[config.mk]
export PLATFORM = sky130hd
export DESIGN_NAME = bpx_port
export DESIGN_NICKNAME = d
export VERILOG_FILES = /design/src/pkg/bpx_pkg.sv /design/src/hw/bpx_port.sv /design/src/hw/bpx_sync.sv
export SDC_FILE = /design/constraint.sdc
export NUM_CORES = 1
export LEC_CHECK = 0
export CAP_MARGIN = 40
export CORE_UTILIZATION = 40
export CTS_CLUSTER_SIZE = 8
export DETAILED_ROUTE_END_ITERATION = 10
export DONT_BUFFER_PORTS = 1
export PLACE_DENSITY = 0.58
export SLEW_MARGIN = 20
export SYNTH_ARGS = -nofsm -noshare
export SYNTH_HDL_FRONTEND = slang
export SYNTH_HIERARCHICAL = 1
export SYNTH_SLANG_ARGS = --single-unit
[constraint.sdc]
create_clock -name CLK_IN -period 4.3 [get_ports CLK_IN]
set_input_delay 0.645 -clock CLK_IN [delete_from_list [all_inputs] [get_ports CLK_IN]]
set_output_delay 0.645 -clock CLK_IN [all_outputs]
set_load 0.01 [all_outputs]
[src/pkg/bpx_pkg.sv]
// Package of constants for the bidirectional port block
package bpx_pkg;
  // Register byte offsets (aligned words)
  localparam logic [7:0] BPX_OFF_DATA  = 8'h00;  // port_data_latch
  localparam logic [7:0] BPX_OFF_DIR   = 8'h04;  // port_direction
  localparam logic [7:0] BPX_OFF_OPT   = 8'h08;  // port_option
  localparam logic [7:0] BPX_OFF_SENS  = 8'h0C;  // ext_irq_sensitivity_ctrl
  localparam logic [7:0] BPX_OFF_PIN   = 8'h10;  // Raw synchronised pin levels
  // Reset values
  localparam logic [7:0] BPX_RST_DATA  = 8'h00;
  localparam logic [7:0] BPX_RST_DIR   = 8'h00;
  localparam logic [7:0] BPX_RST_OPT   = 8'h00;
  localparam logic [1:0] BPX_RST_SENS  = 2'h0;
  // Sensitivity encodings
  typedef enum logic [1:0] {
    BPX_SENS_FALL_LOW  = 2'b00,
    BPX_SENS_RISE      = 2'b01,
    BPX_SENS_FALL      = 2'b10,
    BPX_SENS_BOTH      = 2'b11
  } bpx_sens_t;
  // Bus phase states
  typedef enum logic [0:0] {
    BPX_ST_IDLE = 1'b0,
    BPX_ST_DATA = 1'b1
  } bpx_state_t;
endpackage

[src/hw/bpx_port.sv]
// Eight-pin bidirectional port with external interrupt and AHB-Lite registers
// Behaviour
// Eight pins, bit X controls pin X
// Input mode: data read returns pin level
// Data write in input mode only updates latch
// Software loads latch before switching to output
// Software avoids read-modify-write on data
// Input option: 0 floating, 1 pull-up
// Direction 0 option 1 raises interrupt request
// Qualified pin events ORed per vector
// Hidden request latch cleared by vector fetch
// Sensitivity write clears pending request
// Delivered only when enabled and unmasked
// Output mode drives latch, read returns latch
// Output option: 0 open-drain, 1 push-pull
// Peripheral claim overrides direction and option
// Peripheral output forces output, peripheral drive
// Peripheral input: pin level stays readable
// Shared peripheral pin kept floating input
// Input mode, peripheral output: read peripheral value
// Output mode, peripheral input sees latch
// No alternate function on interrupt pin
// Analog input pin set floating first
// Change interrupt pins only along adjacent states
// Low-power modes keep config; interrupt wakes
// True open-drain pins: no option variants
// Reset leaves every pin floating input
// No-pull-up group: floating interrupt input
//
// The implementer's own choices: the AHB-Lite slave port and the register offsets.
`timescale 1ns/1ps
module bpx_port
  import bpx_pkg::*;
#(
  parameter int          NPINS      = 8,      // Pins on this port
  parameter logic [7:0]  TRUE_OD    = 8'h00,  // Pins that are true open-drain
  parameter logic [7:0]  NO_PULLUP  = 8'h00,  // Interrupt pins without pull-up
  parameter logic [7:0]  IRQ_CAPABLE = 8'hFF  // Pins able to raise interrupts
) (
  input  wire logic              CLK_IN,
  input  wire logic              SYS_RST_IN,
  // AHB-Lite slave
  input  wire logic              HSEL_IN,
  input  wire logic [7:0]        HADDR_IN,
  input  wire logic [1:0]        HTRANS_IN,
  input  wire logic              HWRITE_IN,
  input  wire logic [2:0]        HSIZE_IN,
  input  wire logic [31:0]       HWDATA_IN,
  input  wire logic              HREADY_IN,
  output logic      [31:0]       HRDATA_OUT,
  output logic                   HREADYOUT_OUT,
  output logic                   HRESP_OUT,
  // Pads
  input  wire logic [NPINS-1:0]  PIN_IN,
  output logic      [NPINS-1:0]  PIN_OUT,
  output logic      [NPINS-1:0]  PIN_OE_OUT,
  output logic      [NPINS-1:0]  PULLUP_EN_OUT,
  // Peripheral sharing
  input  wire logic [NPINS-1:0]  ALT_OUT_EN_IN,   // Peripheral claims pin as output
  input  wire logic [NPINS-1:0]  ALT_OUT_VAL_IN,  // Peripheral output value
  input  wire logic [NPINS-1:0]  ALT_PUSH_PULL_IN,// Peripheral drive style
  output logic      [NPINS-1:0]  ALT_IN_OUT,      // Value seen by peripheral input
  // Interrupt side
  input  wire logic              IRQ_MASK_IN,     // Global mask from cpu_flags_reg
  input  wire logic              VEC_FETCH_IN,    // Vector fetch pulse
  output logic                   IRQ_REQ_OUT,     // Request to controller
  output logic                   WAKE_OUT         // Wake from wait or halt
);
  // Elaboration check: one register word holds at most eight pin bits
  if (NPINS < 1 || NPINS > 8) begin : g_npins_check
    $error("NPINS must be 1..8");
  end

  // Register state
  logic [NPINS-1:0] data_q,  data_d;   // port_data_latch
  logic [NPINS-1:0] dir_q,   dir_d;    // port_direction
  logic [NPINS-1:0] opt_q,   opt_d;    // port_option
  logic [1:0]       sens_q,  sens_d;   // ext_irq_sensitivity_ctrl
  logic             pend_q,  pend_d;   // Hidden request latch
  logic [NPINS-1:0] prev_q,  prev_d;   // Previous pin levels for edges
  // Bus state
  bpx_state_t       st_q,    st_d;
  logic             wr_q,    wr_d;     // Pending write
  logic [7:0]       addr_q,  addr_d;   // Captured address
  logic [31:0]      rdata_q, rdata_d;  // Read data register

  logic [NPINS-1:0] pin_s;             // Synchronised pin level
  logic [NPINS-1:0] irq_en;            // Pins in interrupt mode
  logic [NPINS-1:0] drive_val;         // Value driven when enabled
  logic [NPINS-1:0] read_val;          // Data register read view
  logic             event_any;         // Qualified ORed event
  logic             sens_wr;           // Sensitivity written
  logic             take;              // Address phase accepted

  // Pins enter the clock domain through two flops
  bpx_sync #(.WIDTH(NPINS)) u_sync (
    .clk_in (CLK_IN),
    .rst_in (SYS_RST_IN),
    .d_in   (PIN_IN),
    .q_out  (pin_s)
  );

  // Pad drive per pin
  always_comb begin
    for (int i = 0; i < NPINS; i++) begin
      drive_val[i]     = 1'b0;
      PIN_OE_OUT[i]    = 1'b0;
      PULLUP_EN_OUT[i] = 1'b0;
      read_val[i]      = pin_s[i];
      ALT_IN_OUT[i]    = pin_s[i];
      if (ALT_OUT_EN_IN[i]) begin
        // Peripheral owns the pin as output                       //
        drive_val[i]  = ALT_OUT_VAL_IN[i];
        PIN_OE_OUT[i] = (ALT_PUSH_PULL_IN[i] && !TRUE_OD[i]) || !ALT_OUT_VAL_IN[i];
        if (!dir_q[i]) read_val[i] = ALT_OUT_VAL_IN[i];
      end else if (dir_q[i]) begin
        // Output mode drives the latch                           //
        drive_val[i]  = data_q[i];
        PIN_OE_OUT[i] = (opt_q[i] && !TRUE_OD[i]) || !data_q[i];
      end else begin
        // Input mode: pull-up on option 1 except special pins    //
        PULLUP_EN_OUT[i] = opt_q[i] && !TRUE_OD[i] && !NO_PULLUP[i];
      end
      if (dir_q[i]) begin
        read_val[i]   = data_q[i];
        ALT_IN_OUT[i] = data_q[i];
      end
    end
  end
  assign PIN_OUT = drive_val;

  // Interrupt qualification and OR
  always_comb begin
    event_any = 1'b0;
    for (int i = 0; i < NPINS; i++) begin
      irq_en[i] = !dir_q[i] && opt_q[i] && IRQ_CAPABLE[i] && !TRUE_OD[i];
      // Falling-low mode requests on every cycle that the pin stays low;
      // edge modes compare the level with the one seen a cycle earlier
      case (bpx_sens_t'(sens_q))
        BPX_SENS_FALL_LOW: if (irq_en[i] && !pin_s[i]) event_any = 1'b1;
        BPX_SENS_RISE: if (irq_en[i] && pin_s[i] && !prev_q[i]) event_any = 1'b1;
        BPX_SENS_FALL: if (irq_en[i] && !pin_s[i] && prev_q[i]) event_any = 1'b1;
        default:       if (irq_en[i] && (pin_s[i] != prev_q[i])) event_any = 1'b1;
      endcase
    end
  end

  // Request latch next state; new events win over the fetch clear
  always_comb begin
    pend_d = pend_q;
    prev_d = pin_s;
    if (sens_wr) pend_d = 1'b0;
    else if (event_any) pend_d = 1'b1;
    else if (VEC_FETCH_IN) pend_d = 1'b0;
  end
  assign IRQ_REQ_OUT = pend_q && !IRQ_MASK_IN;
  assign WAKE_OUT    = pend_q;

  // AHB-Lite phase tracking and register writes
  // Accepted when selected, bus ready and NONSEQ or SEQ; transfer size is ignored
  assign take    = HSEL_IN && HREADY_IN && HTRANS_IN[1];
  assign sens_wr = (st_q == BPX_ST_DATA) && wr_q && (addr_q == BPX_OFF_SENS);
  always_comb begin
    st_d    = st_q;
    wr_d    = wr_q;
    addr_d  = addr_q;
    rdata_d = rdata_q;
    data_d  = data_q;
    dir_d   = dir_q;
    opt_d   = opt_q;
    sens_d  = sens_q;
    // Write completes in its data phase
    if (st_q == BPX_ST_DATA && wr_q) begin
      if (addr_q == BPX_OFF_DATA) begin
        data_d = HWDATA_IN[NPINS-1:0];
      end else if (addr_q == BPX_OFF_DIR) begin
        dir_d = HWDATA_IN[NPINS-1:0];
      end else if (addr_q == BPX_OFF_OPT) begin
        opt_d = HWDATA_IN[NPINS-1:0];
      end else if (addr_q == BPX_OFF_SENS) begin
        sens_d = HWDATA_IN[1:0];
      end
    end
    // New address phase
    if (take) begin
      st_d   = BPX_ST_DATA;
      wr_d   = HWRITE_IN;
      addr_d = HADDR_IN;
      rdata_d = 32'h0000_0000;
      if (!HWRITE_IN) begin
        if (HADDR_IN == BPX_OFF_DATA) begin
          rdata_d[NPINS-1:0] = read_val;
        end else if (HADDR_IN == BPX_OFF_DIR) begin
          rdata_d[NPINS-1:0] = dir_q;
        end else if (HADDR_IN == BPX_OFF_OPT) begin
          rdata_d[NPINS-1:0] = opt_q;
        end else if (HADDR_IN == BPX_OFF_SENS) begin
          rdata_d[1:0] = sens_q;
        end else if (HADDR_IN == BPX_OFF_PIN) begin
          rdata_d[NPINS-1:0] = pin_s;
        end
      end
    end else if (HREADY_IN) begin
      st_d = BPX_ST_IDLE;
      wr_d = 1'b0;
    end
  end

  // Configuration registers; reset leaves every pin floating input
  always_ff @(posedge CLK_IN or posedge SYS_RST_IN) begin
    if (SYS_RST_IN) begin
      data_q  <= BPX_RST_DATA[NPINS-1:0];
      dir_q   <= BPX_RST_DIR[NPINS-1:0];
      opt_q   <= BPX_RST_OPT[NPINS-1:0];
      sens_q  <= BPX_RST_SENS;
    end else begin
      data_q  <= data_d;
      dir_q   <= dir_d;
      opt_q   <= opt_d;
      sens_q  <= sens_d;
    end
  end

  // Interrupt state; no interrupt pin exists after reset, so no false edge
  always_ff @(posedge CLK_IN or posedge SYS_RST_IN) begin
    if (SYS_RST_IN) begin
      pend_q  <= 1'b0;
      prev_q  <= '0;
    end else begin
      pend_q  <= pend_d;
      prev_q  <= prev_d;
    end
  end

  // Bus phase tracking and registered read data
  always_ff @(posedge CLK_IN or posedge SYS_RST_IN) begin
    if (SYS_RST_IN) begin
      st_q    <= BPX_ST_IDLE;
      wr_q    <= 1'b0;
      addr_q  <= 8'h00;
      rdata_q <= 32'h0000_0000;
    end else begin
      st_q    <= st_d;
      wr_q    <= wr_d;
      addr_q  <= addr_d;
      rdata_q <= rdata_d;
    end
  end

  // Zero-wait slave, always OKAY
  assign HREADYOUT_OUT = 1'b1;
  assign HRESP_OUT     = 1'b0;
  assign HRDATA_OUT    = rdata_q;

  // Assertions
  property p_in_read;
    @(posedge CLK_IN) disable iff (SYS_RST_IN)
      (take && !HWRITE_IN && HADDR_IN == BPX_OFF_DATA && !dir_q[0] && !ALT_OUT_EN_IN[0])
      |=> HRDATA_OUT[0] == $past(pin_s[0]);
  endproperty
  a_in_read: assert property (p_in_read) else $error("input read wrong");

  property p_in_nodrive;
    @(posedge CLK_IN) disable iff (SYS_RST_IN)
      (!dir_q[0] && !ALT_OUT_EN_IN[0]) |-> !PIN_OE_OUT[0];
  endproperty
  a_in_nodrive: assert property (p_in_nodrive) else $error("input pin driven");

  property p_pullup;
    @(posedge CLK_IN) disable iff (SYS_RST_IN)
      (dir_q[0] || !opt_q[0] || ALT_OUT_EN_IN[0]) |-> !PULLUP_EN_OUT[0];
  endproperty
  a_pullup: assert property (p_pullup) else $error("pull-up wrongly on");

  property p_od;
    @(posedge CLK_IN) disable iff (SYS_RST_IN)
      (dir_q[0] && !ALT_OUT_EN_IN[0] && !opt_q[0] && data_q[0]) |-> !PIN_OE_OUT[0];
  endproperty
  a_od: assert property (p_od) else $error("open-drain drove high");

  property p_out_low;
    @(posedge CLK_IN) disable iff (SYS_RST_IN)
      (dir_q[0] && !ALT_OUT_EN_IN[0] && !data_q[0]) |-> PIN_OE_OUT[0] && !PIN_OUT[0];
  endproperty
  a_out_low: assert property (p_out_low) else $error("output low not driven");

  property p_sens_clr;
    @(posedge CLK_IN) disable iff (SYS_RST_IN)
      sens_wr |=> !pend_q;
  endproperty
  a_sens_clr: assert property (p_sens_clr) else $error("pending kept");

  property p_mask;
    @(posedge CLK_IN) disable iff (SYS_RST_IN)
      IRQ_MASK_IN |-> !IRQ_REQ_OUT;
  endproperty
  a_mask: assert property (p_mask) else $error("request while masked");

  property p_fetch;
    @(posedge CLK_IN) disable iff (SYS_RST_IN)
      (VEC_FETCH_IN && !event_any) |=> !pend_q;
  endproperty
  a_fetch: assert property (p_fetch) else $error("fetch did not clear");

  property p_alt;
    @(posedge CLK_IN) disable iff (SYS_RST_IN)
      (ALT_OUT_EN_IN[0] && !ALT_OUT_VAL_IN[0]) |-> PIN_OE_OUT[0] && !PIN_OUT[0];
  endproperty
  a_alt: assert property (p_alt) else $error("peripheral drive lost");

  property p_event_set;
    @(posedge CLK_IN) disable iff (SYS_RST_IN)
      (event_any && !sens_wr) |=> pend_q;
  endproperty
  a_event_set: assert property (p_event_set) else $error("event not latched");

  property p_no_irq_pin;
    @(posedge CLK_IN) disable iff (SYS_RST_IN)
      (irq_en == '0 && !pend_q) |=> !pend_q;
  endproperty
  a_no_irq_pin: assert property (p_no_irq_pin) else $error("request without pin");

  property p_out_read;
    @(posedge CLK_IN) disable iff (SYS_RST_IN)
      (take && !HWRITE_IN && HADDR_IN == BPX_OFF_DATA && dir_q[0])
      |=> HRDATA_OUT[0] == $past(data_q[0]);
  endproperty
  a_out_read: assert property (p_out_read) else $error("output read not latch");

  property p_alt_read;
    @(posedge CLK_IN) disable iff (SYS_RST_IN)
      (take && !HWRITE_IN && HADDR_IN == BPX_OFF_DATA && !dir_q[0] && ALT_OUT_EN_IN[0])
      |=> HRDATA_OUT[0] == $past(ALT_OUT_VAL_IN[0]);
  endproperty
  a_alt_read: assert property (p_alt_read) else $error("peripheral value not read");

  property p_alt_in;
    @(posedge CLK_IN) disable iff (SYS_RST_IN)
      dir_q[0] |-> ALT_IN_OUT[0] == data_q[0];
  endproperty
  a_alt_in: assert property (p_alt_in) else $error("peripheral input not latch");

  property p_push_high;
    @(posedge CLK_IN) disable iff (SYS_RST_IN)
      (dir_q[2] && !ALT_OUT_EN_IN[2] && opt_q[2] && data_q[2] && !TRUE_OD[2])
      |-> PIN_OE_OUT[2] && PIN_OUT[2];
  endproperty
  a_push_high: assert property (p_push_high) else $error("push-pull high not driven");

  property p_data_wr;
    @(posedge CLK_IN) disable iff (SYS_RST_IN)
      (st_q == BPX_ST_DATA && wr_q && addr_q == BPX_OFF_DATA)
      |=> data_q == $past(HWDATA_IN[NPINS-1:0]);
  endproperty
  a_data_wr: assert property (p_data_wr) else $error("latch write lost");
endmodule

[src/hw/bpx_sync.sv]
// Two-flop synchroniser for the pin inputs
`timescale 1ns/1ps
module bpx_sync #(
  parameter int WIDTH = 8
) (
  input  wire logic             clk_in,
  input  wire logic             rst_in,
  input  wire logic [WIDTH-1:0] d_in,
  output logic      [WIDTH-1:0] q_out
);
  logic [WIDTH-1:0] meta_q;  // First stage, read only by second stage
  logic [WIDTH-1:0] sync_q;  // Second stage
  // Two registered stages
  always_ff @(posedge clk_in or posedge rst_in) begin
    if (rst_in) begin
      meta_q <= '0;
      sync_q <= '0;
    end else begin
      meta_q <= d_in;
      sync_q <= meta_q;
    end
  end
  assign q_out = sync_q;
endmodule

==> out/results.txt, run 1 <==
Finish-stage setup viols: 0
Area fraction in compound gates after synthesis: 0.155
Largest net degree at the start of global routing: 54
CP top delay family: simple AND/OR/NAND/NOR gates
Least-Margin Pin Slew: 0.666 ns
Commonest cells in the netlist: dfrtp_1, nand2_1, mux2_2, a21oi_1, o21ai_0
Area grow syn2layout: 5.37%
Slew Limit Fails: 0
EDFF count, synth: 0
Critical path arrival: 2.30 ns
Synth area leaders: dfrtp_1, mux2_2, buf_4, a21oi_1, o21ai_0
Adder-cell share of the synthesized area: 0
Ant diodes: 0
Starting Density: 0.410
Total wire length: 7840 um
Setup TNS: 0 ns
Depth of the CTS H-tree: 3
First-pass GRT wire length: 12200 um
Worst Hold Class: in2async
Seq/Total Area, Yosys: 0.485
Layout Nets: 443
WP buf/inv: 0
Max FO, Critical Path: 8
Core area: 0.00868 mm^2
Post-synthesis simple-gate area fraction: 0.147
Synthesized instance count: 359
Top FF cell, synth: dfrtp_1
# IOs: 152
Final core occ: 0.433
Number of antenna violations at the first check in global routing: 0
CTS root buf: clkbuf_8
# port buffers: 0
Synth Area per Inst: 9.92 um^2
Syn. warnings: 6
Final Hold Viols: 0
Most common cell in the netlist: dfrtp_1
Synth top area share: 0.485
Iter 0 DRT Violations: 108
CP endpoint kind: flip-flop
Routed via count: 2545
Total global routing overflow: 0
Routed Antenna Nets: 0
Maximum vdd drop: 206 uV
CTS sink count: 69
Filler Cell Count: 859
Synth Area in XOR/XNOR: 0
Post-synth top area cell: dfrtp_1
Die Ht: 96.4 um
Avg Vias per Cell: 5.41
CTS max path bufs: 2
Cell Chain, Critical Path: nor4_1 -> nand2_1 -> or3_1 -> mux2_2
Post-DR wirelength/cell: 16.7 um
Layout cell share with drive strength beyond 1: 0.149
Num CTS Buffers: 9
First drt pass iteration count: 4
Max-slew headroom at the worst pin: 0.556
Synth Register Bits: 69
Number of buffers inserted by hold repair at cts: 0
Gpl congestion: 0.742
Crit path largest cell delay: 0.56 ns
Clock latency at the later pin of the worst-skew pair: 0.34 ns
Die area: 0.00929 mm^2
Dpl ws: 1.97 ns
Critical Path Slowest Stage Cell: or3_1
Final hold slack: 0.246 ns
Final period util: 0.484
Clock transition at path regs: 0.07 ns
Skew final: 0.0111 ns
Cts repair resizes: 0
Total power: 1.41 mW
Worst setup margin: 2.22 ns
Post-layout min period: 2.08 ns
Mux contribution to synthesized area: 0.121
Netlist cell types: 39
Vias in the first global route: 2336
CP required: 4.52 ns
CTS tree: built
Fmax: 480 MHz
DRC: 0
Cell Rows: 34
Post-DP HPWL: 5720 um
Max-cap violations: 0
Run status: finished, final reports clean
Setup CP Type: reg2reg
Pwr Density: 376 mW/mm^2
P_leak: 1.63 nW
Setup Fix Bufs, Post-CTS: 0
RSZ-0062 raised after global routing: false
Post-synth ARST share: 1.00
Crit path launch type: flip-flop
Die width: 96.4 um
Syn Std Cell Area: 0.00356 mm^2
Largest family of logic cells by synthesized area: compound AO/OA/AOI/OAI gates
Gr usage total: 0.179
==> layer usage <==
metal  part of all wire  track usage
met3              0.069       0.0462
met4              0.017       0.0772
met2               0.45        0.278
met1               0.46        0.237
met5                  0            0
==> cells in the final DEF (no fill, tap or decap), drive strengths merged <==
cell type,netlist,final
buf,30,3
or3,2,2
o221ai,3,3
inv,19,19
o31a,1,1
mux2,33,33
a22oi,1,1
o32a,2,2
nor3,4,4
dfrtp,69,69
o22a,2,2
nand3b,1,1
conb,2,26
nor2b,11,11
o22ai,6,6
nor4,3,3
nand4,2,2
nor3b,4,4
a21oi,32,32
nand3,1,1
nand2b,9,9
o21ai,32,32
nand2,41,41
bufinv,0,1
clkbuf,8,12
nor2,19,19
a32o,8,8
mux2i,6,6
or4,1,1
a221o,1,1
o21bai,1,1
clkinv,1,2
nor4bb,2,2
a2bb2oi,2,2
==> state kept, by name, indices dropped and copies added (netlist names) <==
signal / flops
WAKE_OUT: 1
HRDATA_OUT: 8
wr_q: 1
sens_q: 2
addr_q: 8
u_sync/q_out: 8
data_q: 8
u_sync/meta_q: 8
opt_q: 8
dir_q: 8
st_q: 1
prev_q: 8
==> stage by stage <==
stage | cells | cell area [um^2]
after detailed placement | 456 | 3570
after global routing | 470 | 3750
after floorplan | 383 | 3650
final | 470 | 3750
after global placement | 454 | 3550
after CTS | 470 | 3750
==> cell type report <==
class	instances	area [um^2]	share of cell area
Timing Repair Buffer	3	30.0	0.00800
Clock inverter	2	35.0	0.00933
Clock buffer	12	145	0.0387
Sequential cell	69	1730	0.460
Inverter	20	75.1	0.0200
Tap cell	108	135	0.0360
Multi-Input combinational cell	256	1610	0.428
==> worst paths after layout <==
check	from	end	slack (ns)	depth (start not counted)
min in group CLK_IN	PIN_IN[5]	u_sync/meta_q[5]	0.34	0
hold / removal	SYS_RST_IN	u_sync/meta_q[5]	0.25	1
max in group asynchronous	SYS_RST_IN	dir_q[1]	3.47	2
hold reg to reg	u_sync/meta_q[1]	u_sync/q_out[1]	0.35	0
setup / recovery	addr_q[7]	opt_q[3]	2.22	4
setup reg to reg	addr_q[7]	opt_q[3]	2.22	4
==> power by group <==
| part | internal (mW) | leakage (nW) | total [mW] | switching [mW] |
|---|---|---|---|---|
| sequential | 0.696 | 0.841 | 0.742 | 0.0463 |
| clock | 0.277 | 0.0923 | 0.506 | 0.228 |
| combinational | 0.0685 | 0.701 | 0.163 | 0.0948 |
| total | 1.04 | 1.63 | 1.41 | 0.370 |
==> kinds of logic after synthesis <==
group                  after synthesis
AND/OR/NAND/NOR                    100
flip-flops                          69
other                                2
multiplexers                        39
AO/OA/AOI/OAI                       91
buffers and inverters               58
==> worst reg2reg max path, cell delays in order (launching register included) <==
cell,delay (ns)
dfrtp_1,0.38
nor4_1,0.51
nand2_1,0.16
or3_1,0.56
mux2_2,0.36
Note: power is estimated with default switching activity, not from simulation.
==> run 2, diff against run 1 <==
==> constraint.sdc (replaced) <==
create_clock -name CLK_IN -period 2.05 [get_ports CLK_IN]
set_input_delay 0.3075 -clock CLK_IN [delete_from_list [all_inputs] [get_ports CLK_IN]]
set_output_delay 0.3075 -clock CLK_IN [all_outputs]
set_load 0.01 [all_outputs]
==> run 2 against run 1 <==
  * Via count is 2.7% higher
  * Register-to-register slack worse by 2.0 ns
  * Worst setup slack got worse by 2.0 ns
  * Sequential cell count stayed put
  * Global-route usage about the same
==> out/results.txt, run 2 (synthesis gave the netlist of run 1 again) <==
Crit path launch type: flip-flop
Gr usage total: 0.179
Die width: 96.4 um
Total global routing overflow: 0
Met3 usage: 0.0509
Clk network pwr share: 0.328
# port buffers: 0
Fmax: 560 MHz
First-pass GRT wire length: 12300 um
Final period util: 0.871
Avg Vias per Cell: 5.35
Routed via count: 2613
Die Ht: 96.4 um
RR Startpoint: addr_q[1]
Starting Density: 0.410
Reg power frac: 0.545
FF/Latch Area: 0.00173 mm^2
Total wire length: 7990 um
CTS sink count: 69
Critical Path Slowest Stage Cell: or3_4
Skew final: 0.0100 ns
Cell Rows: 34
Commonest non-fill, non-tap cell in the layout: dfrtp_1
Placed cell areas: 0.00362 mm^2
Crit path largest cell delay: 0.45 ns
Cell internal pwr: 2.05 mW
Maximum vdd drop: 470 uV
Global-route met2 utilization: 0.274
Non-Filler Instances: 488
Iter 0 DRT Violations: 128
Slew Limit Fails: 0
Run status: finished, final reports clean
CP endpoint kind: flip-flop
Met1 Track Usage GR: 0.246
Layout cell share with drive strength beyond 1: 0.171
Setup CP Type: reg2reg
Vias in the first global route: 2381
Post-DR wirelength/cell: 16.4 um
Post-layout min period: 1.79 ns
Setup TNS: 0 ns
Max FO, Critical Path: 8
Post-DP HPWL: 5830 um
Critical path arrival: 2.01 ns
Path depth of the worst reg2reg path: 4
Clock transition at path regs: 0.08 ns
Comb pwr share: 0.127
Finish-stage setup viols: 0
CTS root buf: clkbuf_8
Clock latency at the later pin of the worst-skew pair: 0.34 ns
Pwr Density: 737 mW/mm^2
Num CTS Buffers: 9
CP top delay family: simple AND/OR/NAND/NOR gates
Routed Antenna Nets: 0
Final Cell Area: 0.00388 mm^2
DRC: 0
Area taken by multi-input logic gates: 0.00162 mm^2
Cell Chain, Critical Path: nor4_1 -> nand2_1 -> or3_4 -> mux2_2
Max-slew headroom at the worst pin: 0.549
Filler Cell Count: 819
R2R Setup Slk: 0.26 ns
Final hold slack: 0.0395 ns
Cell count after placement: 463
GRT Max-Usage Layer: met2
CTS max path bufs: 2
Reg-to-Reg End: opt_q[3]
Switching Share: 0.283
CTS tree: built
Core area: 0.00868 mm^2
Least-Margin Pin Slew: 0.677 ns
Number of antenna violations at the first check in global routing: 0
Final Hold Viols: 0
NetSw: 0.810 mW
# IOs: 152
Depth of the CTS H-tree: 3
Max-cap violations: 0
CP required: 2.27 ns
Layout Nets: 459
Commonest cells after routing, fill and taps aside: dfrtp_1, nand2_1, mux2_2
Die area: 0.00929 mm^2
Area grow syn2layout: 8.89%
Worst Hold Class: in2async
WP buf/inv: 0
RSZ-0062 raised after global routing: false
Ant diodes: 0
Gpl congestion: 0.750
First drt pass iteration count: 4
Largest net degree at the start of global routing: 54
P_leak: 1.70 nW
-- run 2: worst max-delay path by stage --
stage / start / end / slack [ns] / cells after the start
2_1_floorplan: HADDR_IN[0] / HRDATA_OUT[2] / 0.24 / 5
3_3_place_gp: HADDR_IN[0] / HRDATA_OUT[4] / 0.07 / 5
3_5_place_dp: addr_q[7] / opt_q[3] / 0.04 / 4
4_1_cts: addr_q[7] / opt_q[3] / 0.02 / 4
5_1_grt: addr_q[1] / data_q[3] / 0.1 / 5
6_report: addr_q[1] / opt_q[3] / 0.26 / 4
-- run 2: stage by stage --
step	utilization	setup WS, ns	power [mW]
CTS	0.446	0.0212	2.88
global placement	0.417	0.0714	1.92
finish	0.447	0.265	2.86
floorplan	-	0.237	1.89
detailed placement	0.417	0.0437	1.93
global route	0.447	0.0981	3.02
-- run 2: what timing repair did --
item | CTS | global route
endpoints found under the setup margin | 0 | 8
hold endpoints to repair | 24 | 0
resized for setup | 0 | 2
buffers inserted | 0 | 0
hold buffers | 9 | 0
-- run 2: metal layers --
layer / vias to the layer above / part of all wire / wire length [um]
li1: 1240 / - / -
met4: 0 / 0.015 / 117
met2: 102 / 0.46 / 3650
met3: 11 / 0.064 / 515
met1: 1260 / 0.46 / 3710
met5: - / 0 / 0
-- run 2: area by class of cell --
cell class                 count  share of cell area
sequential                    69               0.445
tap                          108              0.0348
clock buffer                  11              0.0339
multi-input combinational    256               0.417
clock inverter                 5             0.00710
timing repair buffer          19              0.0426
inverter                      20              0.0194
-- run 2: power by group through the flow --
stage          sequential [mW]  combinational, mW  clock (mW)
5_1_grt                   1.58              0.417        1.03
3_5_place_dp              1.58              0.351           0
2_1_floorplan             1.55              0.348           0
3_3_place_gp              1.58              0.344           0
4_1_cts                   1.56              0.365       0.961
6_report                  1.56              0.363       0.938
